### config.mk
export PLATFORM = sky130hd
export DESIGN_NAME = ambient_threshold_indicator_blink
export DESIGN_NICKNAME = d
export VERILOG_FILES = /design/src/ambient_pkg.sv /design/src/ambient_threshold_indicator_blink.sv /design/src/blink_sequencer.sv
export VERILOG_INCLUDE_DIRS = /design/src
export SDC_FILE = /design/constraint.sdc
export NUM_CORES = 1
export LEC_CHECK = 0
export BUFFER_PORTS_ARGS = -buffer_cell sky130_fd_sc_hd__buf_2
export CELL_PAD_IN_SITES_DETAIL_PLACEMENT = 0
export CELL_PAD_IN_SITES_GLOBAL_PLACEMENT = 1
export CORE_MARGIN = 4
export CORE_UTILIZATION = 53
export DETAILED_ROUTE_END_ITERATION = 16
export PLACE_DENSITY = 0.92
export REMOVE_ABC_BUFFERS = 1
export SYNTH_ARGS = -nofsm -noshare
export SYNTH_HDL_FRONTEND = slang
export SYNTH_SLANG_ARGS = --single-unit
### constraint.sdc
create_clock -name clk -period 6.25 [get_ports clk]
set_input_delay 0.9375 -clock clk [delete_from_list [all_inputs] [get_ports clk]]
set_output_delay 0.9375 -clock clk [all_outputs]
set_load 0.02 [all_outputs]
### src/ambient_defs.svh
/*
 * Constants for the ambient threshold and indicator blink register bank:
 * register offsets, field positions, reset values and timing figures.
 * Assumes it is included by its bare name; holds definitions only.
 */
`ifndef AMBIENT_DEFS_SVH
`define AMBIENT_DEFS_SVH

// ****************************************************************
// Register offsets on the byte register port.
// ****************************************************************
`define OFS_COMPARATOR_CONFIG      8'h0c
`define OFS_OFFICE_TRIP_LEVEL      8'h0d
`define OFS_OFFICE_HYSTERESIS      8'h0e
`define OFS_DARK_TRIP_LEVEL        8'h0f
`define OFS_DARK_HYSTERESIS        8'h10
`define OFS_INDICATOR_SINK_CONTROL 8'h11
`define OFS_INDICATOR_BLINK_TIMES  8'h12
`define OFS_INDICATOR_FADE_TIMES   8'h13

// ****************************************************************
// Field positions.
// ****************************************************************
`define BIT_OFFICE_ENABLE    0
`define BIT_DARK_ENABLE      1
`define BIT_OFFICE_FLAG      2
`define BIT_DARK_FLAG        3
`define BIT_FADE_LAW         3
`define MSB_SINK_ENABLE      2
`define MSB_SHARED_ON_TIME   7
`define LSB_SHARED_ON_TIME   6
`define LSB_SINK2_OFF_TIME   4
`define LSB_SINK1_OFF_TIME   2
`define LSB_SINK0_OFF_TIME   0

// ****************************************************************
// Reset values and widths.
// ****************************************************************
`define RST_LEVEL   7'h00
`define RST_BYTE    8'h00
`define RST_NIBBLE  4'h0
`define RST_ENABLES 2'h0
`define MS_W        11
`define PRESCALE_W  24

// ****************************************************************
// Sensor scale: the light input counts 0.5 uA steps, the office
// trip and hysteresis count 4 uA steps, the dark ones 0.5 uA steps.
// ****************************************************************
`define LIGHT_W            12
`define SENSOR_STEP_NA     500
`define OFFICE_STEP_NA     4000
`define DARK_STEP_NA       500
`define OFFICE_FULL_UA     1000
`define DARK_FULL_UA       127

// ****************************************************************
// Timing figures in milliseconds and the clock rate.
// ****************************************************************
`define CLK_HZ        10000000
`define MS_PER_S      1000
`define ON_TIME0_MS   200
`define ON_TIME1_MS   600
`define ON_TIME2_MS   800
`define ON_TIME3_MS   1200
`define OFF_TIME1_MS  600
`define OFF_TIME2_MS  800
`define OFF_TIME3_MS  1200
`define OFF_NONE_MS   0

`endif

### src/ambient_pkg.sv
/*
 * Types for the ambient threshold and indicator blink register bank.
 * Assumes ambient_defs.svh is on the include path.
 */
`include "ambient_defs.svh"

package ambient_pkg;

	// One-hot phases of a single indicator blink sequencer.
	typedef enum logic [2:0] {
		PH_IDLE = 3'h1,
		PH_ON   = 3'h2,
		PH_OFF  = 3'h4
	} blink_phase_t;

	// State of one blink sequencer.
	typedef struct packed {
		blink_phase_t            phase;
		logic [`MS_W-1:0]        ms_count;
		logic                    lit;
	} blink_state_t;

	// State of the register bank.
	typedef struct packed {
		logic [6:0]              office_trip;
		logic [6:0]              office_hys;
		logic [6:0]              dark_trip;
		logic [6:0]              dark_hys;
		logic [1:0]              cmp_enable;
		logic                    office_flag;
		logic                    dark_flag;
		logic                    fade_law;
		logic [2:0]              sink_enable;
		logic [7:0]              blink_times;
		logic [7:0]              fade_times;
		logic [`PRESCALE_W-1:0]  prescale;
		logic                    ms_tick;
		logic [7:0]              rdata;
	} bank_state_t;

endpackage

### src/ambient_threshold_indicator_blink.sv
/*
 * Register bank for two ambient light comparators with hysteresis and
 * three blinking indicator sinks, reached over a byte register port.
 * Assumes the serial interface engine presents one-cycle read and write
 * strobes with an address, and that the light code is synchronous to clk.
 */
`timescale 1ns/10ps
`include "ambient_defs.svh"

module ambient_threshold_indicator_blink #(
	parameter int CYCLES_PER_MS = `CLK_HZ / `MS_PER_S  // Clock cycles per millisecond.
) (
	input  wire logic                 clk,             // System clock, 10 MHz.
	input  wire logic                 arst_n,          // Asynchronous reset, active low.
	input  wire logic [7:0]           reg_addr,        // Register offset.
	input  wire logic [7:0]           reg_wdata,       // Write data.
	input  wire logic                 reg_write,       // Write strobe, one cycle.
	input  wire logic                 reg_read,        // Read strobe, one cycle.
	output logic      [7:0]           reg_rdata,       // Read data, next cycle.
	input  wire logic [`LIGHT_W-1:0]  light_code,      // Ambient light, 0.5 uA per code.
	output logic                      office_level_flag, // Light is at office level.
	output logic                      dark_level_flag, // Light is at dark level.
	output logic      [2:0]           sink_drive,      // Indicator sinks lit.
	output logic                      fade_law_select, // 0 linear, 1 square fade.
	output logic      [3:0]           fade_in_time,    // Fade-in code, 0 disables.
	output logic      [3:0]           fade_out_time    // Fade-out code, 0 disables.
);

	// ****************************************************************
	// Derived scale and timing constants.
	// ****************************************************************

	// Light input steps per trip code for each comparator.
	localparam int OFFICE_RATIO = `OFFICE_STEP_NA / `SENSOR_STEP_NA;
	localparam int DARK_RATIO   = `DARK_STEP_NA / `SENSOR_STEP_NA;
	localparam logic [`PRESCALE_W-1:0] PRESCALE_LAST = `PRESCALE_W'(CYCLES_PER_MS - 1);

	ambient_pkg::bank_state_t state_ff;
	ambient_pkg::bank_state_t nxt_state;

	logic [`LIGHT_W-1:0] office_set_level;
	logic [`LIGHT_W-1:0] office_clr_level;
	logic [`LIGHT_W-1:0] dark_set_level;
	logic [`LIGHT_W-1:0] dark_clr_level;
	logic [`MS_W-1:0]    on_ms;
	logic [`MS_W-1:0]    off_ms [3];
	logic [2:0]          lit;

	// ****************************************************************
	// Timing code decode.
	// ****************************************************************

	// Shared on-time code to milliseconds.
	function automatic logic [`MS_W-1:0] on_code_ms(input logic [1:0] code);
		logic [`MS_W-1:0] ms;
		ms = `MS_W'(`ON_TIME0_MS);
		case (code)
			2'h1: ms = `MS_W'(`ON_TIME1_MS);
			2'h2: ms = `MS_W'(`ON_TIME2_MS);
			2'h3: ms = `MS_W'(`ON_TIME3_MS);
			default: ms = `MS_W'(`ON_TIME0_MS);
		endcase
		return ms;
	endfunction

	// Off-time code to milliseconds; zero means steady on.
	function automatic logic [`MS_W-1:0] off_code_ms(input logic [1:0] code);
		logic [`MS_W-1:0] ms;
		ms = `MS_W'(`OFF_NONE_MS);
		case (code)
			2'h1: ms = `MS_W'(`OFF_TIME1_MS);
			2'h2: ms = `MS_W'(`OFF_TIME2_MS);
			2'h3: ms = `MS_W'(`OFF_TIME3_MS);
			default: ms = `MS_W'(`OFF_NONE_MS);
		endcase
		return ms;
	endfunction

	// Decode the shared on-time and the three off-times.
	always_comb begin
		on_ms = on_code_ms(state_ff.blink_times[`MSB_SHARED_ON_TIME:`LSB_SHARED_ON_TIME]);
		off_ms[2] = off_code_ms(state_ff.blink_times[`LSB_SINK2_OFF_TIME +: 2]);
		off_ms[1] = off_code_ms(state_ff.blink_times[`LSB_SINK1_OFF_TIME +: 2]);
		off_ms[0] = off_code_ms(state_ff.blink_times[`LSB_SINK0_OFF_TIME +: 2]);
	end

	// ****************************************************************
	// Comparator thresholds in light input steps.
	// ****************************************************************

	// Scale the trip point and trip plus hysteresis to the input steps.
	assign office_set_level = `LIGHT_W'(OFFICE_RATIO) * `LIGHT_W'(state_ff.office_trip);
	assign office_clr_level = `LIGHT_W'(OFFICE_RATIO)
		* (`LIGHT_W'(state_ff.office_trip) + `LIGHT_W'(state_ff.office_hys));
	assign dark_set_level   = `LIGHT_W'(DARK_RATIO) * `LIGHT_W'(state_ff.dark_trip);
	assign dark_clr_level   = `LIGHT_W'(DARK_RATIO)
		* (`LIGHT_W'(state_ff.dark_trip) + `LIGHT_W'(state_ff.dark_hys));

	// ****************************************************************
	// Next-state logic: prescaler, comparators, register port.
	// ****************************************************************

	always_comb begin
		nxt_state = state_ff;

		// Millisecond prescaler paces every blink sequencer.
		nxt_state.ms_tick = 1'b0;
		if (state_ff.prescale >= PRESCALE_LAST) begin
			nxt_state.prescale = '0;
			nxt_state.ms_tick = 1'b1;
		end else begin
			nxt_state.prescale = state_ff.prescale + `PRESCALE_W'(1);
		end

		// Office comparator: set below trip, clear above trip plus hysteresis.
		if (!state_ff.cmp_enable[`BIT_OFFICE_ENABLE]) begin
			nxt_state.office_flag = 1'b0;
		end else if (light_code < office_set_level) begin
			nxt_state.office_flag = 1'b1;
		end else if (light_code > office_clr_level) begin
			nxt_state.office_flag = 1'b0;
		end

		// Dark comparator, same shape on the finer scale.
		if (!state_ff.cmp_enable[`BIT_DARK_ENABLE]) begin
			nxt_state.dark_flag = 1'b0;
		end else if (light_code < dark_set_level) begin
			nxt_state.dark_flag = 1'b1;
		end else if (light_code > dark_clr_level) begin
			nxt_state.dark_flag = 1'b0;
		end

		// Register writes keep only the documented bits.
		if (reg_write) begin
			if (reg_addr == `OFS_COMPARATOR_CONFIG) begin
				nxt_state.cmp_enable = reg_wdata[`BIT_DARK_ENABLE:`BIT_OFFICE_ENABLE];
			end else if (reg_addr == `OFS_OFFICE_TRIP_LEVEL) begin
				nxt_state.office_trip = reg_wdata[6:0];
			end else if (reg_addr == `OFS_OFFICE_HYSTERESIS) begin
				nxt_state.office_hys = reg_wdata[6:0];
			end else if (reg_addr == `OFS_DARK_TRIP_LEVEL) begin
				nxt_state.dark_trip = reg_wdata[6:0];
			end else if (reg_addr == `OFS_DARK_HYSTERESIS) begin
				nxt_state.dark_hys = reg_wdata[6:0];
			end else if (reg_addr == `OFS_INDICATOR_SINK_CONTROL) begin
				nxt_state.fade_law = reg_wdata[`BIT_FADE_LAW];
				nxt_state.sink_enable = reg_wdata[`MSB_SINK_ENABLE:0];
			end else if (reg_addr == `OFS_INDICATOR_BLINK_TIMES) begin
				nxt_state.blink_times = reg_wdata;
			end else if (reg_addr == `OFS_INDICATOR_FADE_TIMES) begin
				nxt_state.fade_times = reg_wdata;
			end
		end

		// Register reads: unused bits and unmapped offsets read zero.
		if (reg_read) begin
			if (reg_addr == `OFS_COMPARATOR_CONFIG) begin
				nxt_state.rdata = {4'h0, state_ff.dark_flag, state_ff.office_flag,
					state_ff.cmp_enable};
			end else if (reg_addr == `OFS_OFFICE_TRIP_LEVEL) begin
				nxt_state.rdata = {1'b0, state_ff.office_trip};
			end else if (reg_addr == `OFS_OFFICE_HYSTERESIS) begin
				nxt_state.rdata = {1'b0, state_ff.office_hys};
			end else if (reg_addr == `OFS_DARK_TRIP_LEVEL) begin
				nxt_state.rdata = {1'b0, state_ff.dark_trip};
			end else if (reg_addr == `OFS_DARK_HYSTERESIS) begin
				nxt_state.rdata = {1'b0, state_ff.dark_hys};
			end else if (reg_addr == `OFS_INDICATOR_SINK_CONTROL) begin
				nxt_state.rdata = {4'h0, state_ff.fade_law, state_ff.sink_enable};
			end else if (reg_addr == `OFS_INDICATOR_BLINK_TIMES) begin
				nxt_state.rdata = state_ff.blink_times;
			end else if (reg_addr == `OFS_INDICATOR_FADE_TIMES) begin
				nxt_state.rdata = state_ff.fade_times;
			end else begin
				nxt_state.rdata = `RST_BYTE;
			end
		end
	end

	// ****************************************************************
	// State register.
	// ****************************************************************

	// All control state resets to zero: comparators off, sinks dark.
	always_ff @(posedge clk or negedge arst_n) begin
		if (!arst_n) begin
			state_ff <= '{
				office_trip: `RST_LEVEL,
				office_hys:  `RST_LEVEL,
				dark_trip:   `RST_LEVEL,
				dark_hys:    `RST_LEVEL,
				cmp_enable:  `RST_ENABLES,
				office_flag: 1'b0,
				dark_flag:   1'b0,
				fade_law:    1'b0,
				sink_enable: 3'h0,
				blink_times: `RST_BYTE,
				fade_times:  `RST_BYTE,
				prescale:    '0,
				ms_tick:     1'b0,
				rdata:       `RST_BYTE
			};
		end else begin
			state_ff <= nxt_state;
		end
	end

	// ****************************************************************
	// Indicator blink sequencers.
	// ****************************************************************

	// One sequencer per sink, all sharing the on-time and the tick.
	for (genvar i = 0; i < 3; i++) begin : g_sink
		blink_sequencer u_seq (
			.clk         (clk),
			.arst_n      (arst_n),
			.sink_enable (state_ff.sink_enable[i]),
			.ms_tick     (state_ff.ms_tick),
			.on_ms       (on_ms),
			.off_ms      (off_ms[i]),
			.lit         (lit[i])
		);
	end

	// ****************************************************************
	// Outputs, all straight from flip-flops.
	// ****************************************************************

	assign reg_rdata         = state_ff.rdata;
	assign office_level_flag = state_ff.office_flag;
	assign dark_level_flag   = state_ff.dark_flag;
	assign sink_drive        = lit;
	assign fade_law_select   = state_ff.fade_law;
	assign fade_in_time      = state_ff.fade_times[3:0];
	assign fade_out_time     = state_ff.fade_times[7:4];

endmodule

### src/blink_sequencer.sv
/*
 * One indicator blink sequencer: alternates the shared on-time with
 * this sink's own off-time while the sink is enabled.
 * Assumes a one-cycle millisecond tick from the register bank.
 */
`timescale 1ns/10ps
`include "ambient_defs.svh"

module blink_sequencer (
	input  wire logic                clk,          // System clock.
	input  wire logic                arst_n,       // Asynchronous reset, active low.
	input  wire logic                sink_enable,  // Sink enable bit.
	input  wire logic                ms_tick,      // One pulse per millisecond.
	input  wire logic [`MS_W-1:0]    on_ms,        // Shared on-time in ms.
	input  wire logic [`MS_W-1:0]    off_ms,       // Off-time in ms, zero for steady.
	output logic                     lit           // Sink is driven.
);

	ambient_pkg::blink_state_t state_ff;
	ambient_pkg::blink_state_t nxt_state;

	// ****************************************************************
	// Phase sequencing.
	// ****************************************************************

	// Enabling starts in the on phase; a zero off-time keeps it there.
	always_comb begin
		nxt_state = state_ff;
		case (state_ff.phase)
			ambient_pkg::PH_IDLE: begin
				nxt_state.ms_count = '0;
				if (sink_enable) begin
					nxt_state.phase = ambient_pkg::PH_ON;
				end
			end
			ambient_pkg::PH_ON: begin
				if (ms_tick) begin
					nxt_state.ms_count = state_ff.ms_count + `MS_W'(1);
					if (state_ff.ms_count + `MS_W'(1) >= on_ms) begin
						nxt_state.ms_count = '0;
						if (off_ms != `MS_W'(`OFF_NONE_MS)) begin
							nxt_state.phase = ambient_pkg::PH_OFF;
						end
					end
				end
				if (off_ms == `MS_W'(`OFF_NONE_MS)) begin
					nxt_state.ms_count = '0;
				end
			end
			ambient_pkg::PH_OFF: begin
				if (off_ms == `MS_W'(`OFF_NONE_MS)) begin
					nxt_state.ms_count = '0;
					nxt_state.phase = ambient_pkg::PH_ON;
				end else if (ms_tick) begin
					nxt_state.ms_count = state_ff.ms_count + `MS_W'(1);
					if (state_ff.ms_count + `MS_W'(1) >= off_ms) begin
						nxt_state.ms_count = '0;
						nxt_state.phase = ambient_pkg::PH_ON;
					end
				end
			end
			default: begin
				nxt_state.phase = ambient_pkg::PH_IDLE;
				nxt_state.ms_count = '0;
			end
		endcase
		if (!sink_enable) begin
			nxt_state.phase = ambient_pkg::PH_IDLE;
			nxt_state.ms_count = '0;
		end
		nxt_state.lit = (nxt_state.phase == ambient_pkg::PH_ON);
	end

	// State register.
	always_ff @(posedge clk or negedge arst_n) begin
		if (!arst_n) begin
			state_ff <= '{phase: ambient_pkg::PH_IDLE, ms_count: '0, lit: 1'b0};
		end else begin
			state_ff <= nxt_state;
		end
	end

	assign lit = state_ff.lit;

endmodule

==> flow_summary.yaml <==
run_status:
  status: "finished clean"
worst_setup_path:
  start_kind: "flop"
  crit_required_ps: 6620
  worst-setup-path-type: "flop to flop"
  crit_slowest_cell: "dfrtp_1"
  path_cells: "ha_1, nand3_1, xnor2_1, ha_1, and4_1, nor3_1, nand4_1, a311oi_1, o32ai_2, o32a_2, nor2_2, a221o_1"
  arrival_ps: 3740
  critical_path.max_stage_delay_ps: 400
  cpMostUsedCell: "ha_1"
  crit_family: "simple AND/OR/NAND/NOR gates"
  cp_max_fo: 7
  path_buf_inv: 0
  critPathCaptureType: "flop"
  ff2ff_setup_slack_ps: 2880
global_route:
  overflow: 0
  grt_use_total_pct: 22.3
  grt_max_degree: 68
  grt_pass1_wl_um: 33000
  grt_pass1_vias: 6684
  antenna_found_initial: 0
drt:
  drt-initial-drc-count: 390
  drt-met1-wl_um: 9150
  dr.max_layer_used: "met4"
  met2WireLength_um: 9240
  drcViolationCount: 0
  ant_nets: 0
  wl_per_cell_um: 16.8
  vias: 6737
  wl_met3_um: 906
  drt_first_pass_iters: 5
  wirelength_um: 19800
  vias_per_cell: 5.72
clock_tree:
  clk_pin_slew_ps: 60
  cts_tree: "done"
  cts_made_buffers: 17
  hold_buffers: 0
  h-tree-depth: 4
  postCtsSetupRepairBufs: 0
  cts_sinks: 130
  clk_path_buf_depth: 2
  clk_latency_ps: 430
  cts-resized-gates: 0
  root_buffer: "clkbuf_16"
final_layout:
  areaGrowthSynthToFinish_pct: 11.3
  final_common_cell: "dfrtp_1"
  nNetsFinal: 1093
  drive_above_1_share_pct: 16.8
  final_cell_mix: "dfrtp_1, ha_1, nand2_1, inv_1, nor2_1"
  diodes: 0
  final_cells: 1178
place:
  hpwl_um: 14800
  port_buffers: 53
  place.gp.congestion: 0.884
  dpl.cell_count: 1146
worst_hold_path:
  min_path_type: "flop to flop"
die:
  num_rows: 47
  core_um2: 16500
  io_pins: 54
  die_x_um: 137
  die-area_um2: 18900
  initial_core_util_pct: 53.7
  die_y_um: 137
timing:
  finalSetupViolCount: 0
  finalCritPeriodShare_pct: 53.9
  rsz0062_at_grt: "no"
  clock_skew_ps: 7.00
  hold_viol: 0
  tns_ps: 0
  maxSlewHeadroom_pct: 47.2
  fmax_mhz: 297
  min_period_ps: 3370
  tightest_slew_ps: 790
  slew_viol_final: 0
pwr:
  p_total_mw: 2.18
  power_density_nw_per_um2: 220
  irDropWorstVdd_uv: 207
  leakage_nw: 4.79
synth:
  yosysUniqueCellTypes: 68
  syn_avg_cell_area_um2: 9.87
  async_reset_ff_share_pct: 100
  synth_edf_count: 0
  synth_ff_type: "dfrtp_1"
  synth.cell_area_um2: 8880
  ys_seq_area_share_pct: 36.7
  yosysWarnings: 0
  synthCells: 900
  synth_seq_cells: 130
job:
  maxCapViolations: 0
[per-stage QoR]
step / area [um^2] / worst slack [ps] / hold WS, ps / utilization [%]
2_1_floorplan: 8680 / 3300 / 425 / -
3_3_place_gp: 9270 / 2990 / 441 / 56.1
3_5_place_dp: 9270 / 2930 / 444 / 56.1
4_1_cts: 9880 / 2890 / 452 / 59.8
5_1_grt: 9880 / 2520 / 500 / 59.8
6_report: 9880 / 2880 / 447 / 59.8
[cells by family (layout without fill, tap and decap cells)]
group                    after synthesis  count (layout)  synth area share [%]
flip-flops                           130             130                  36.7
buffers and inverters                102             151                  5.14
adder cells (fa/ha/maj)              116             116                  16.5
XOR/XNOR                              41              41                  4.13
multiplexers                          54              54                  7.84
AND/OR/NAND/NOR                      257             257                  14.8
other                                  1              10                0.0422
AO/OA/AOI/OAI                        199             199                  14.9
[registers in the layout (all words and copies together), names as in the netlist]
name,flops
dark_level_flag,1
fade_in_time,4
fade_law_select,1
fade_out_time,4
g_sink.u_seq.lit,3
g_sink.u_seq.state_ff,42
office_level_flag,1
reg_rdata,8
state_ff,66
[power by group]
| part | internal [mW] | total [mW] | switching, mW |
|---|---|---|---|
| logic | 0.113 | 0.257 | 0.144 |
| clock network | 0.612 | 1.03 | 0.413 |
| registers | 0.868 | 0.895 | 0.0263 |
[Yosys cell counts, types with 3 or more instances]
library cell	n	area share (%)
a22o_1	5	0.49
nand4_1	12	0.85
nor2b_1	11	0.78
buf_4	19	1.6
a21o_1	19	1.6
mux4_2	8	2.0
dfrtp_1	127	36
xor2_1	15	1.5
o221ai_1	4	0.39
a31oi_1	6	0.42
clkbuf_1	20	0.85
nor4b_1	4	0.39
nor4_1	4	0.28
ha_1	114	16
o211ai_1	5	0.42
nand2_1	72	3.0
o21ai_0	50	2.8
nor3_1	9	0.51
or3_1	4	0.28
inv_1	61	2.6
o21bai_1	11	0.93
and2_1	5	0.35
nand3_1	30	1.7
nor2_1	53	2.2
nand3b_1	5	0.42
mux2_2	44	5.6
a21oi_1	37	2.1
or2_2	4	0.28
a211oi_1	5	0.42
nand2b_1	16	1.1
o21a_1	18	1.5
xnor2_1	25	2.5
and3_1	13	0.92
dfstp_2	3	0.89
a21boi_0	6	0.51
a22oi_1	9	0.76
[layout make-up]
| cell class | count | area [um^2] |
|---|---|---|
| Timing Repair Buffer | 58 | 309 |
| Fill cell | 1395 | 6650 |
| Multi-Input combinational cell | 677 | 5200 |
| Inverter | 61 | 229 |
| Sequential cell | 130 | 3260 |
| Tap cell | 220 | 275 |
| Clock buffer | 18 | 439 |
| Clock inverter | 14 | 170 |
[layer usage]
layer | track usage, % | vias to the layer above
li1 | - | 3288
met1 | 30.2 | 3244
met2 | 35.1 | 159
met3 | 5.44 | 46
met4 | 7.48 | 0
met5 | 0 | -
[path summary, 6_finish.rpt]
path	to	cells past startpoint	from
worst max-delay path	g_sink[2].u_seq.state_ff[7]$_DFFE_PN0P_	12	g_sink[2].u_seq.state_ff[1]$_DFFE_PN0P_
worst min register to register	state_ff[9]$_DFF_PN0_	1	state_ff[9]$_DFF_PN0_
worst min-delay path	state_ff[9]$_DFF_PN0_	1	state_ff[9]$_DFF_PN0_
max in group asynchronous	state_ff[69]$_DFFE_PN0P_	2	arst_n
worst max register to register	g_sink[2].u_seq.state_ff[7]$_DFFE_PN0P_	12	g_sink[2].u_seq.state_ff[1]$_DFFE_PN0P_
min in group asynchronous	g_sink[0].u_seq.state_ff[5]$_DFFE_PN0P_	1	arst_n
Power figures use the tool's default switching activity.
